===== config.mk =====
export PLATFORM = sky130hd
export DESIGN_NAME = iep_irq_ctrl
export DESIGN_NICKNAME = d
export VERILOG_FILES = /design/src/design/iep_pkg.sv /design/src/design/iep_first_set.sv /design/src/design/iep_irq_ctrl.sv
export SDC_FILE = /design/constraint.sdc
export NUM_CORES = 1
export LEC_CHECK = 0
export BUFFER_PORTS_ARGS = -buffer_cell sky130_fd_sc_hd__buf_2
export CAP_MARGIN = 20
export CORE_MARGIN = 1.5
export CORE_UTILIZATION = 50
export CTS_BUF_LIST = sky130_fd_sc_hd__clkbuf_8
export DETAILED_ROUTE_END_ITERATION = 10
export GPL_ROUTABILITY_DRIVEN = 0
export MAX_ROUTING_LAYER = met4
export PLACE_DENSITY = 0.79
export REMOVE_ABC_BUFFERS = 1
export SLEW_MARGIN = 20
export SYNTH_ARGS = -nofsm -noshare
export SYNTH_HDL_FRONTEND = slang
export SYNTH_HIERARCHICAL = 1
export SYNTH_SLANG_ARGS = --single-unit

===== constraint.sdc =====
create_clock -name clk_in -period 4.3 [get_ports clk_in]
set_input_delay 0.86 -clock clk_in [delete_from_list [all_inputs] [get_ports clk_in]]
set_output_delay 0.86 -clock clk_in [all_outputs]
set_load 0.01 [all_outputs]

===== src/design/iep_pkg.sv =====
// constants shared by the interrupt enable and priority register block
package iep_pkg;

    // register addresses on the special-function port
    localparam logic [7:0] ADDR_ENABLE_MAIN   = 8'hA8;
    localparam logic [7:0] ADDR_PRIORITY_MAIN = 8'hB8;
    localparam logic [7:0] ADDR_ENABLE_EXT    = 8'hE6;

    // reset values
    localparam logic [7:0] RST_ENABLE_MAIN    = 8'h00;
    localparam logic [7:0] RST_PRIORITY_MAIN  = 8'h80;
    localparam logic [7:0] RST_ENABLE_EXT     = 8'h00;

    // field positions in the main enable register
    localparam int POS_GLOBAL_IRQ_ENABLE      = 7;
    localparam int POS_SYNC_SERIAL            = 6;
    localparam int POS_TIMER2                 = 5;
    localparam int POS_SERIAL_PORT            = 4;
    localparam int POS_TIMER1                 = 3;
    localparam int POS_EXT_IRQ1               = 2;
    localparam int POS_TIMER0                 = 1;
    localparam int POS_EXT_IRQ0               = 0;

    // reserved priority bit, reads as one
    localparam int POS_PRIORITY_RESERVED      = 7;

    // field positions in the extended enable register
    localparam int POS_TIMER3                 = 7;
    localparam int POS_COMPARATOR1            = 6;
    localparam int POS_COMPARATOR0            = 5;
    localparam int POS_COUNTER_ARRAY          = 4;
    localparam int POS_CONVERSION_DONE        = 3;
    localparam int POS_WINDOW_COMPARE         = 2;
    localparam int POS_PIN_MATCH              = 1;
    localparam int POS_TWO_WIRE               = 0;

    // source count and fixed arbitration order, 0 served first
    localparam int NUM_SOURCES                = 15;
    localparam int NUM_MAIN_SOURCES           = 7;
    localparam int SRC_INDEX_W                = 4;

    // bit addresses: base upper five bits, bit number in low three
    localparam int BIT_SEL_W                  = 3;

    // whole state of the block
    typedef struct packed {
        logic [7:0]             en_main;
        logic [6:0]             pri_main;
        logic [7:0]             en_ext;
        logic [NUM_SOURCES-1:0] req;
        logic                   low_busy;
        logic                   high_busy;
        logic                   valid;
        logic [SRC_INDEX_W-1:0] index;
        logic                   high;
        logic [7:0]             rdata;
        logic                   bit_rdata;
    } iep_state_s;

endpackage


===== src/design/iep_first_set.sv =====
`timescale 1ns/1ns
`default_nettype none
// finds the lowest set bit of a request vector
module iep_first_set #(
    parameter int N = 15,
    parameter int W = 4
) (
    input  wire logic [N-1:0] req_in,
    output logic              found_out,
    output logic [W-1:0]      index_out
);

    // refuse a request count that the index width cannot name
    if (N < 1 || N > (1 << W)) begin : g_bad_size
        $error("iep_first_set: index width too small for N");
    end

    // scan from the top so the lowest index ends up winning
    always_comb begin
        found_out = 1'b0;
        index_out = '0;
        for (int i = N - 1; i >= 0; i--) begin
            if (req_in[i]) begin
                found_out = 1'b1;
                index_out = W'(i);
            end
        end
    end

endmodule
`default_nettype wire


===== src/design/iep_irq_ctrl.sv =====
`timescale 1ns/1ns
`default_nettype none
module iep_irq_ctrl (
    input  wire logic       clk_in,
    input  wire logic       arst_n_in,
    // special-function byte port
    input  wire logic [7:0] sfr_addr_in,
    input  wire logic       sfr_wr_in,
    input  wire logic [7:0] sfr_wdata_in,
    input  wire logic       sfr_rd_in,
    output logic            sfr_hit_out,
    output logic [7:0]      sfr_rdata_out,
    // special-function bit port
    input  wire logic [7:0] bit_addr_in,
    input  wire logic       bit_wr_in,
    input  wire logic       bit_wdata_in,
    input  wire logic       bit_rd_in,
    output logic            bit_hit_out,
    output logic            bit_rdata_out,
    // pending flags from peripherals on this clock
    input  wire logic       ext_irq0_input_in,
    input  wire logic       timer0_overflow_flag_in,
    input  wire logic       ext_irq1_input_in,
    input  wire logic       timer1_overflow_flag_in,
    input  wire logic       serial_port_pending_in,
    input  wire logic       timer2_low_overflow_flag_in,
    input  wire logic       timer2_high_overflow_flag_in,
    input  wire logic       sync_serial_pending_in,
    input  wire logic       two_wire_pending_in,
    input  wire logic       pin_match_pending_in,
    input  wire logic       window_compare_pending_in,
    input  wire logic       conversion_done_pending_in,
    input  wire logic       counter_array_pending_in,
    input  wire logic       comparator0_pending_in,
    input  wire logic       comparator1_pending_in,
    input  wire logic       timer3_low_overflow_flag_in,
    input  wire logic       timer3_high_overflow_flag_in,
    // levels of the eight extended sources, held outside this block
    input  wire logic [7:0] ext_priority_in,
    // core handshake
    input  wire logic       svc_enter_in,
    input  wire logic       svc_return_in,
    output logic            irq_valid_out,
    output logic [3:0]      irq_index_out,
    output logic            irq_high_out,
    output logic [14:0]     irq_req_out,
    output logic [7:0]      irq_enable_main_out,
    output logic [7:0]      irq_priority_main_out,
    output logic [7:0]      irq_enable_extended_out,
    output logic            low_busy_out,
    output logic            high_busy_out
);

    localparam int NS = iep_pkg::NUM_SOURCES;
    localparam int NM = iep_pkg::NUM_MAIN_SOURCES;
    localparam int IW = iep_pkg::SRC_INDEX_W;
    localparam int BW = iep_pkg::BIT_SEL_W;

    iep_pkg::iep_state_s st_reg;
    iep_pkg::iep_state_s st_next;

    logic [NS-1:0] pending;
    logic [NS-1:0] mask_next;
    logic [NS-1:0] level_next;
    logic [NS-1:0] gated_next;
    logic [NS-1:0] high_cand;
    logic [NS-1:0] low_cand;
    logic          global_next;
    logic          high_found;
    logic          low_found;
    logic [IW-1:0] high_index;
    logic [IW-1:0] low_index;
    logic          hit_main;
    logic          hit_pri;
    logic          hit_ext;
    logic          bit_main;
    logic          bit_pri;
    logic [BW-1:0] bit_sel;
    logic [7:0]    en_main_w;
    logic [7:0]    pri_full_w;
    logic [7:0]    en_ext_w;
    logic          allow_high;
    logic          allow_low;

    // pending vector in fixed arbitration order; paired timer flags merge
    assign pending[0]  = ext_irq0_input_in;
    assign pending[1]  = timer0_overflow_flag_in;
    assign pending[2]  = ext_irq1_input_in;
    assign pending[3]  = timer1_overflow_flag_in;
    assign pending[4]  = serial_port_pending_in;
    assign pending[5]  = timer2_low_overflow_flag_in
                       | timer2_high_overflow_flag_in;
    assign pending[6]  = sync_serial_pending_in;
    assign pending[7]  = two_wire_pending_in;
    assign pending[8]  = pin_match_pending_in;
    assign pending[9]  = window_compare_pending_in;
    assign pending[10] = conversion_done_pending_in;
    assign pending[11] = counter_array_pending_in;
    assign pending[12] = comparator0_pending_in;
    assign pending[13] = comparator1_pending_in;
    assign pending[14] = timer3_low_overflow_flag_in
                       | timer3_high_overflow_flag_in;

    // byte address decode
    assign hit_main = (sfr_addr_in == iep_pkg::ADDR_ENABLE_MAIN);
    assign hit_pri  = (sfr_addr_in == iep_pkg::ADDR_PRIORITY_MAIN);
    assign hit_ext  = (sfr_addr_in == iep_pkg::ADDR_ENABLE_EXT);
    assign sfr_hit_out = hit_main | hit_pri | hit_ext;

    // bit address decode; only the main registers are bit-addressable
    assign bit_sel  = bit_addr_in[BW-1:0];
    assign bit_main = (bit_addr_in[7:BW]
                       == iep_pkg::ADDR_ENABLE_MAIN[7:BW]);
    assign bit_pri  = (bit_addr_in[7:BW]
                       == iep_pkg::ADDR_PRIORITY_MAIN[7:BW]);
    assign bit_hit_out = bit_main | bit_pri;

    // register values after this cycle's writes
    always_comb begin
        en_main_w  = st_reg.en_main;
        pri_full_w = {1'b1, st_reg.pri_main};
        en_ext_w   = st_reg.en_ext;
        // whole-byte writes
        if (sfr_wr_in && hit_main) begin
            en_main_w = sfr_wdata_in;
        end
        if (sfr_wr_in && hit_pri) begin
            pri_full_w = sfr_wdata_in;
        end
        if (sfr_wr_in && hit_ext) begin
            en_ext_w = sfr_wdata_in;
        end
        // single-bit writes land on top of any byte write
        if (bit_wr_in && bit_main) begin
            en_main_w[bit_sel] = bit_wdata_in;
        end
        if (bit_wr_in && bit_pri) begin
            pri_full_w[bit_sel] = bit_wdata_in;
        end
        // reserved priority bit never stores
        pri_full_w[iep_pkg::POS_PRIORITY_RESERVED] = 1'b1;
    end

    // per-source masks and levels from the updated registers
    assign global_next = en_main_w[iep_pkg::POS_GLOBAL_IRQ_ENABLE];
    assign mask_next  = {en_ext_w, en_main_w[NM-1:0]};
    assign level_next = {ext_priority_in, pri_full_w[NM-1:0]};

    // gate each pending flag by its own mask and the global enable
    genvar g;
    generate
        for (g = 0; g < NS; g++) begin : gate_gen
            assign gated_next[g] = pending[g] & mask_next[g]
                                 & global_next;
            assign high_cand[g]  = gated_next[g] & level_next[g];
            assign low_cand[g]   = gated_next[g] & ~level_next[g];
        end
    endgenerate

    // lowest index wins within each level
    iep_first_set #(
        .N (NS),
        .W (IW)
    ) u_high_pick (
        .req_in    (high_cand),
        .found_out (high_found),
        .index_out (high_index)
    );

    iep_first_set #(
        .N (NS),
        .W (IW)
    ) u_low_pick (
        .req_in    (low_cand),
        .found_out (low_found),
        .index_out (low_index)
    );

    // preemption: nothing interrupts high service, only high interrupts low
    // busy flags as they stand after this edge's return and entry
    always_comb begin
        allow_high = !(st_reg.high_busy && !svc_return_in)
                     && !(svc_enter_in && st_reg.valid && st_reg.high);
        allow_low  = allow_high
                     && !(st_reg.low_busy
                          && !(svc_return_in && !st_reg.high_busy))
                     && !(svc_enter_in && st_reg.valid && !st_reg.high);
    end

    // next state of the whole block
    always_comb begin
        st_next          = st_reg;
        st_next.en_main  = en_main_w;
        st_next.pri_main = pri_full_w[NM-1:0];
        st_next.en_ext   = en_ext_w;
        st_next.req      = gated_next;
        // a return closes the innermost routine before a new entry
        if (svc_return_in) begin
            if (st_reg.high_busy) begin
                st_next.high_busy = 1'b0;
            end else begin
                st_next.low_busy = 1'b0;
            end
        end
        // the core takes the request presented this cycle
        if (svc_enter_in && st_reg.valid) begin
            if (st_reg.high) begin
                st_next.high_busy = 1'b1;
            end else begin
                st_next.low_busy = 1'b1;
            end
        end
        // high level first, then low, each in fixed order
        st_next.valid = 1'b0;
        st_next.index = '0;
        st_next.high  = 1'b0;
        if (high_found && allow_high) begin
            st_next.valid = 1'b1;
            st_next.index = high_index;
            st_next.high  = 1'b1;
        end else if (low_found && allow_low) begin
            st_next.valid = 1'b1;
            st_next.index = low_index;
        end
        // byte read returns the value held before this cycle's write
        if (sfr_rd_in) begin
            if (hit_main) begin
                st_next.rdata = st_reg.en_main;
            end else if (hit_pri) begin
                st_next.rdata = {1'b1, st_reg.pri_main};
            end else if (hit_ext) begin
                st_next.rdata = st_reg.en_ext;
            end else begin
                st_next.rdata = 8'h00;
            end
        end
        // bit read
        if (bit_rd_in) begin
            if (bit_main) begin
                st_next.bit_rdata = st_reg.en_main[bit_sel];
            end else if (bit_pri) begin
                st_next.bit_rdata = pri_of_bit(st_reg.pri_main, bit_sel);
            end else begin
                st_next.bit_rdata = 1'b0;
            end
        end
    end

    // priority bit lookup with the reserved bit reading one
    function automatic logic pri_of_bit(input logic [6:0]    pri,
                                        input logic [BW-1:0] sel);
        logic [7:0] full;
        full = {1'b1, pri};
        return full[sel];
    endfunction

    // state register
    always_ff @(posedge clk_in or negedge arst_n_in) begin
        if (!arst_n_in) begin
            st_reg           <= '0;
            st_reg.en_main   <= iep_pkg::RST_ENABLE_MAIN;
            st_reg.pri_main  <= iep_pkg::RST_PRIORITY_MAIN[NM-1:0];
            st_reg.en_ext    <= iep_pkg::RST_ENABLE_EXT;
        end else begin
            st_reg <= st_next;
        end
    end

    // outputs other than the two hit flags, all straight from the state register
    assign irq_valid_out           = st_reg.valid;
    assign irq_index_out           = st_reg.index;
    assign irq_high_out            = st_reg.high;
    assign irq_req_out             = st_reg.req;
    assign irq_enable_main_out     = st_reg.en_main;
    assign irq_priority_main_out   = {1'b1, st_reg.pri_main};
    assign irq_enable_extended_out = st_reg.en_ext;
    assign low_busy_out            = st_reg.low_busy;
    assign high_busy_out           = st_reg.high_busy;
    assign sfr_rdata_out           = st_reg.rdata;
    assign bit_rdata_out           = st_reg.bit_rdata;

endmodule
`default_nettype wire


# --- After elaboration in Yosys (flattened, before gate mapping) ---
# Index checks and enable logic that the tools add are counted.
totals:
  reg_bits: 55
  latch_bits: 0
  ramBits: 0
  rom_bits: 0
  input_bits: 58
  out_inout_bits: 58
  word_cells: 209
  n_memories: 0
classes:
  n_addsub: 0
  n_mul: 0
  div: 0
  magnitude_cmp: 2
  n_eq_ne: 5
  shift: 0
  muxes: 86
  n_bitwise: 80
  reduce_logical: 25
op_table:
  columns: ["cell", "n"]
  rows:
  - ["two-way mux 4 bit", 30]
  - ["AND 1 bit", 60]
  - ["two-way mux 8 bit", 7]
  - ["two-way mux 1 bit", 39]
  - ["== test 8 bit (second input constant)", 3]
  - ["logical AND 1 bit", 17]
  - ["bitwise mux 8 bit", 2]
  - ["NOT 1 bit", 15]
  - ["== test 5 bit (second input constant)", 2]
  - ["two-way mux 5 bit", 2]
  - ["zero test 1 bit", 8]
  - ["two-way mux 7 bit", 1]
  - ["binary-select mux 1 bit (select 3 bit)", 2]
  - ["OR 1 bit", 5]
  - ["less-than comparator 3 x 4 -> 1 bit (second input constant)", 1]
  - ["two-way mux 2 bit", 2]
  - ["demux 1 bit (select 3 bit)", 1]
  - ["greater-or-equal comparator 3 x 1 -> 1 bit (second input constant)", 1]

# --- Logic depth before layout (Yosys ltp) ---
depth:
  word_depth: 26
  depth_mapped: 14
  ltp_nobuf: 11

# --- Cells and area by module ---
# The synthesis kept the hierarchy.
by_module_without_submodules:
  columns: ["module", "n_inst", "cells_each", "area_each_um2", "seq_area_each_um2"]
  rows:
  - ["iep_irq_ctrl", 1, 324, 3261.9, 1376.3]
  - ["iep_first_set", 2, 27, 160.2, 0.0]

# --- Worst setup path before layout ---
# OpenSTA, ideal clock, no wires.
synth_path:
  kind: "input to register"
  from: "in sfr_addr_in[1]"
  to: "reg st_reg, in the netlist irq_index_out[0]"
  setup_time_ns: 0.067
  t_arrival_ns: 3.934
  setup_slack_ns: 0.300
  stages: 13
  n_path_buf: 2
  cell_sequence: "or4b_1 -> buf_2 -> o31a_1 -> o31ai_4 -> inv_4 -> buf_6 -> and4b_1 -> nor4_1 -> and3b_1 -> nand3_1 -> o211a_1 -> nor3_1 -> a22o_1"
synth_rtl:
  columns: ["element", "line", "text"]
  rows:
  - ["start, declared", "iep_irq_ctrl.sv:7", "input wire logic [7:0] sfr_addr_in,"]
  - ["end signal, assigned", "iep_irq_ctrl.sv:265", "st_reg <= st_next;"]
  - ["end, declared", "iep_irq_ctrl.sv:59", "iep_pkg::iep_state_s st_reg;"]

==> flow_summary.yaml <==
status:
  status: "finished, final reports clean"
logic_synthesis:
  netlist_instances: 378
  ys_types: 56
  synth_top_area_frac: 0.384
  synth.cells.most_frequent: "55 x dfrtp_1, 27 x nor4_1, 24 x nand3_1"
  synthArstFlopShare: 1.00
  yosysWarningCount: 6
  yosysMostFrequentCell: "dfrtp_1"
  synth_seq_area_share: 0.384
  ys_ff_latch: 55
  synth_flop_cell: "dfrtp_1"
  synth_edf_count: 0
  synth_area_per_cell_um2: 9.48
  ys_top_cells_by_area: "dfrtp_1 38%, nor4_1 4.7%, and4b_1 4.2%, nand3_1 3.4%, mux2i_1 2.8%"
  synth_area_um2: 3580
  synth_top_cell_by_area: "dfrtp_1"
timing:
  drv_slew: 0
  finalCriticalPeriod_ns: 3.90
  setup_violations: 0
  fin_ws_ns: 0.397
  max_freq_ghz: 0.256
  grt_setup_unrepaired: "no"
  hold_violations: 0
  worst_slew_pin_slew_ns: 0.739
  whs_ns: 0.475
  max_slew_margin: 0.503
  finalClockSkew_ns: 0.00705
  period_share: 0.908
run:
  maxCapViolations: 0
die:
  num_rows: 30
  die_area_um2: 7680
  die-height_um: 87.6
  start_util: 0.521
  core-area_um2: 6870
  die_x_um: 87.6
  pin_count: 116
final_layout:
  antennaDiodeCount: 0
  nFillCells: 592
  seq_area_um2: 1380
  final_cells: 590
  nets: 551
  multi_input_area_um2: 2020
  layout-area-overhead-vs-synth_pct: 22.5
  drive_gt1_frac: 0.306
clock_network:
  clk_latency_ns: 0.32
  clock_sinks: 55
  cts_root_buffer: "clkbuf_8"
  clk_pin_slew_ns: 0.11
  cts_tree: "done"
  post_cts_buffers: 0
  numCtsBuffers: 5
  h-tree-depth: 2
  postCtsHoldBufs: 0
  clockBufferDepth: 2
  post_cts_resized: 0
power_and_ir_drop:
  power_density_nw_per_um2: 263
  leakagePower_nw: 2.10
  p_sw_uw: 383
  clkPwrFrac: 0.284
  vdd_ir_drop_max_mv: 0.157
  switching_share: 0.332
  pwr-share-comb: 0.215
  intPower_uw: 772
  seqPwrFrac: 0.501
detailed_routing:
  wl_per_cell_um: 19.7
  ant_nets: 0
  first_iter_violations: 520
  drt-total-wl_um: 11600
  first_pass_iters: 6
  viasPerCell: 6.61
  drc: 0
  vias: 3899
placement:
  place_inst: 582
  dp.final_hpwl_um: 8880
  io_buffers: 114
  post-place-ws_ns: 0.0886
grt:
  grt_pass1_vias: 3705
  track_usage: 0.322
  grt_start_max_net_pins: 35
  overflow: 0
  grt_pass1_wl_um: 18400
  antenna_found_initial: 0
worst_setup_path:
  max_stage_delay_ns: 0.56
  required_ns: 4.56
  critPathKind: "in2reg"
  worst_setup_path_start_kind: "primary input"
  cp_num_buf_inv: 2
  cp-end-kind: "flip-flop"
  path_cells: "buf_2 -> or4b_1 -> o31a_1 -> o31ai_4 -> inv_4 -> and4b_1 -> nor4_1 -> and3b_1 -> nand3_1 -> o211a_1 -> nor3_1 -> a22o_1"
  cp_max_fo: 28
  critical_path_arrival_ns: 4.17
  crit_family: "simple AND/OR/NAND/NOR gates"
  slowest_stage: "or4b_1"
  r2r_slack_ns: 1.34
hold_path:
  hold_class: "in2async"
-- worst reg2reg max path, stage by stage (launching register included) --
cell,delay [ns]
dfrtp_1,0.45
o31a_1,0.15
o31ai_4,0.33
inv_4,0.15
and4b_1,0.23
nor4_1,0.35
and3b_1,0.25
nand3_1,0.10
o211a_1,0.24
nor3_1,0.44
a22o_1,0.21
-- power by group through the flow --
stage	clock network [mW]	logic, mW	registers (mW)
after floorplan	0	0.100	0.587
after global placement	0	0.236	0.587
after detailed placement	0	0.242	0.587
after CTS	0.329	0.243	0.577
after global routing	0.355	0.272	0.581
final	0.329	0.248	0.579
-- cells by family after synthesis --
group           count (synthesis)  synth area share
mux                            11            0.0311
flops                          55             0.384
simple gates                  179             0.341
buf+inv                        42            0.0541
compound gates                 89             0.186
other cells                     1           0.00105
fa+ha+maj                       1           0.00279
-- metal layers --
| metal | vias to the layer above | wire length, µm | GRT usage |
|---|---|---|---|
| li1 | 1748 | - | - |
| met1 | 1836 | 4490 | 0.398 |
| met2 | 270 | 5650 | 0.515 |
| met3 | 45 | 1030 | 0.0471 |
| met4 | 0 | 471 | 0.160 |
| met5 | - | 0 | - |
-- registers in the layout (all words and copies together), names as in the netlist, 4 cells and up --
| signal | count |
|---|---|
| irq_enable_extended_out | 8 |
| irq_index_out | 4 |
| sfr_rdata_out | 8 |
| irq_enable_main_out | 8 |
| irq_priority_main_out | 7 |
| irq_req_out | 15 |
-- path summary, 6_finish.rpt --
kind | startpoint | end | depth (start not counted)
max in group asynchronous | arst_n_in | irq_priority_main_out[0]$_DFF_PN0_ | 2
worst min register to register | sfr_rdata_out[7]$_DFFE_PN0P_ | sfr_rdata_out[7]$_DFFE_PN0P_ | 1
min in group clk_in | sfr_rdata_out[7]$_DFFE_PN0P_ | sfr_rdata_out[7]$_DFFE_PN0P_ | 1
worst min-delay path | arst_n_in | sfr_rdata_out[4]$_DFFE_PN0P_ | 1
worst max register to register | irq_enable_main_out[7]$_DFF_PN0_ | irq_index_out[1]$_DFF_PN0_ | 10
worst max-delay path | sfr_addr_in[1] | irq_index_out[1]$_DFF_PN0_ | 12
-- cells in the final DEF (no fill, tap or decap), drive strengths merged, types with 8 or more instances in the layout --
master   count
a221oi      10
a31oi       14
and4b       15
buf        131
dfrtp       55
inv         20
mux2i       10
nand2       10
nand3       24
nor2        16
nor3b        9
nor4        28
nor4b       10
o21ai       15
o2bb2ai      8
o31ai       12
or4         10
-- final cells by class --
cell class / count / area share
Inverter: 19 / 0.0168
Clock inverter: 2 / 0.00456
Timing Repair Buffer: 131 / 0.159
Tap cell: 96 / 0.0274
Sequential cell: 55 / 0.314
Multi-Input combinational cell: 281 / 0.460
Clock buffer: 6 / 0.0188
-- stage by stage --
step	instance area (µm²)	total power [mW]	TNS, ns	utilization
floorplan	3460	0.688	-0.508	-
global placement	4280	0.823	0	0.623
detailed placement	4280	0.829	0	0.623
CTS	4380	1.15	0	0.638
global route	4390	1.21	0	0.639
finish	4390	1.16	0	0.639
Note: power is estimated with default switching activity, not from simulation.
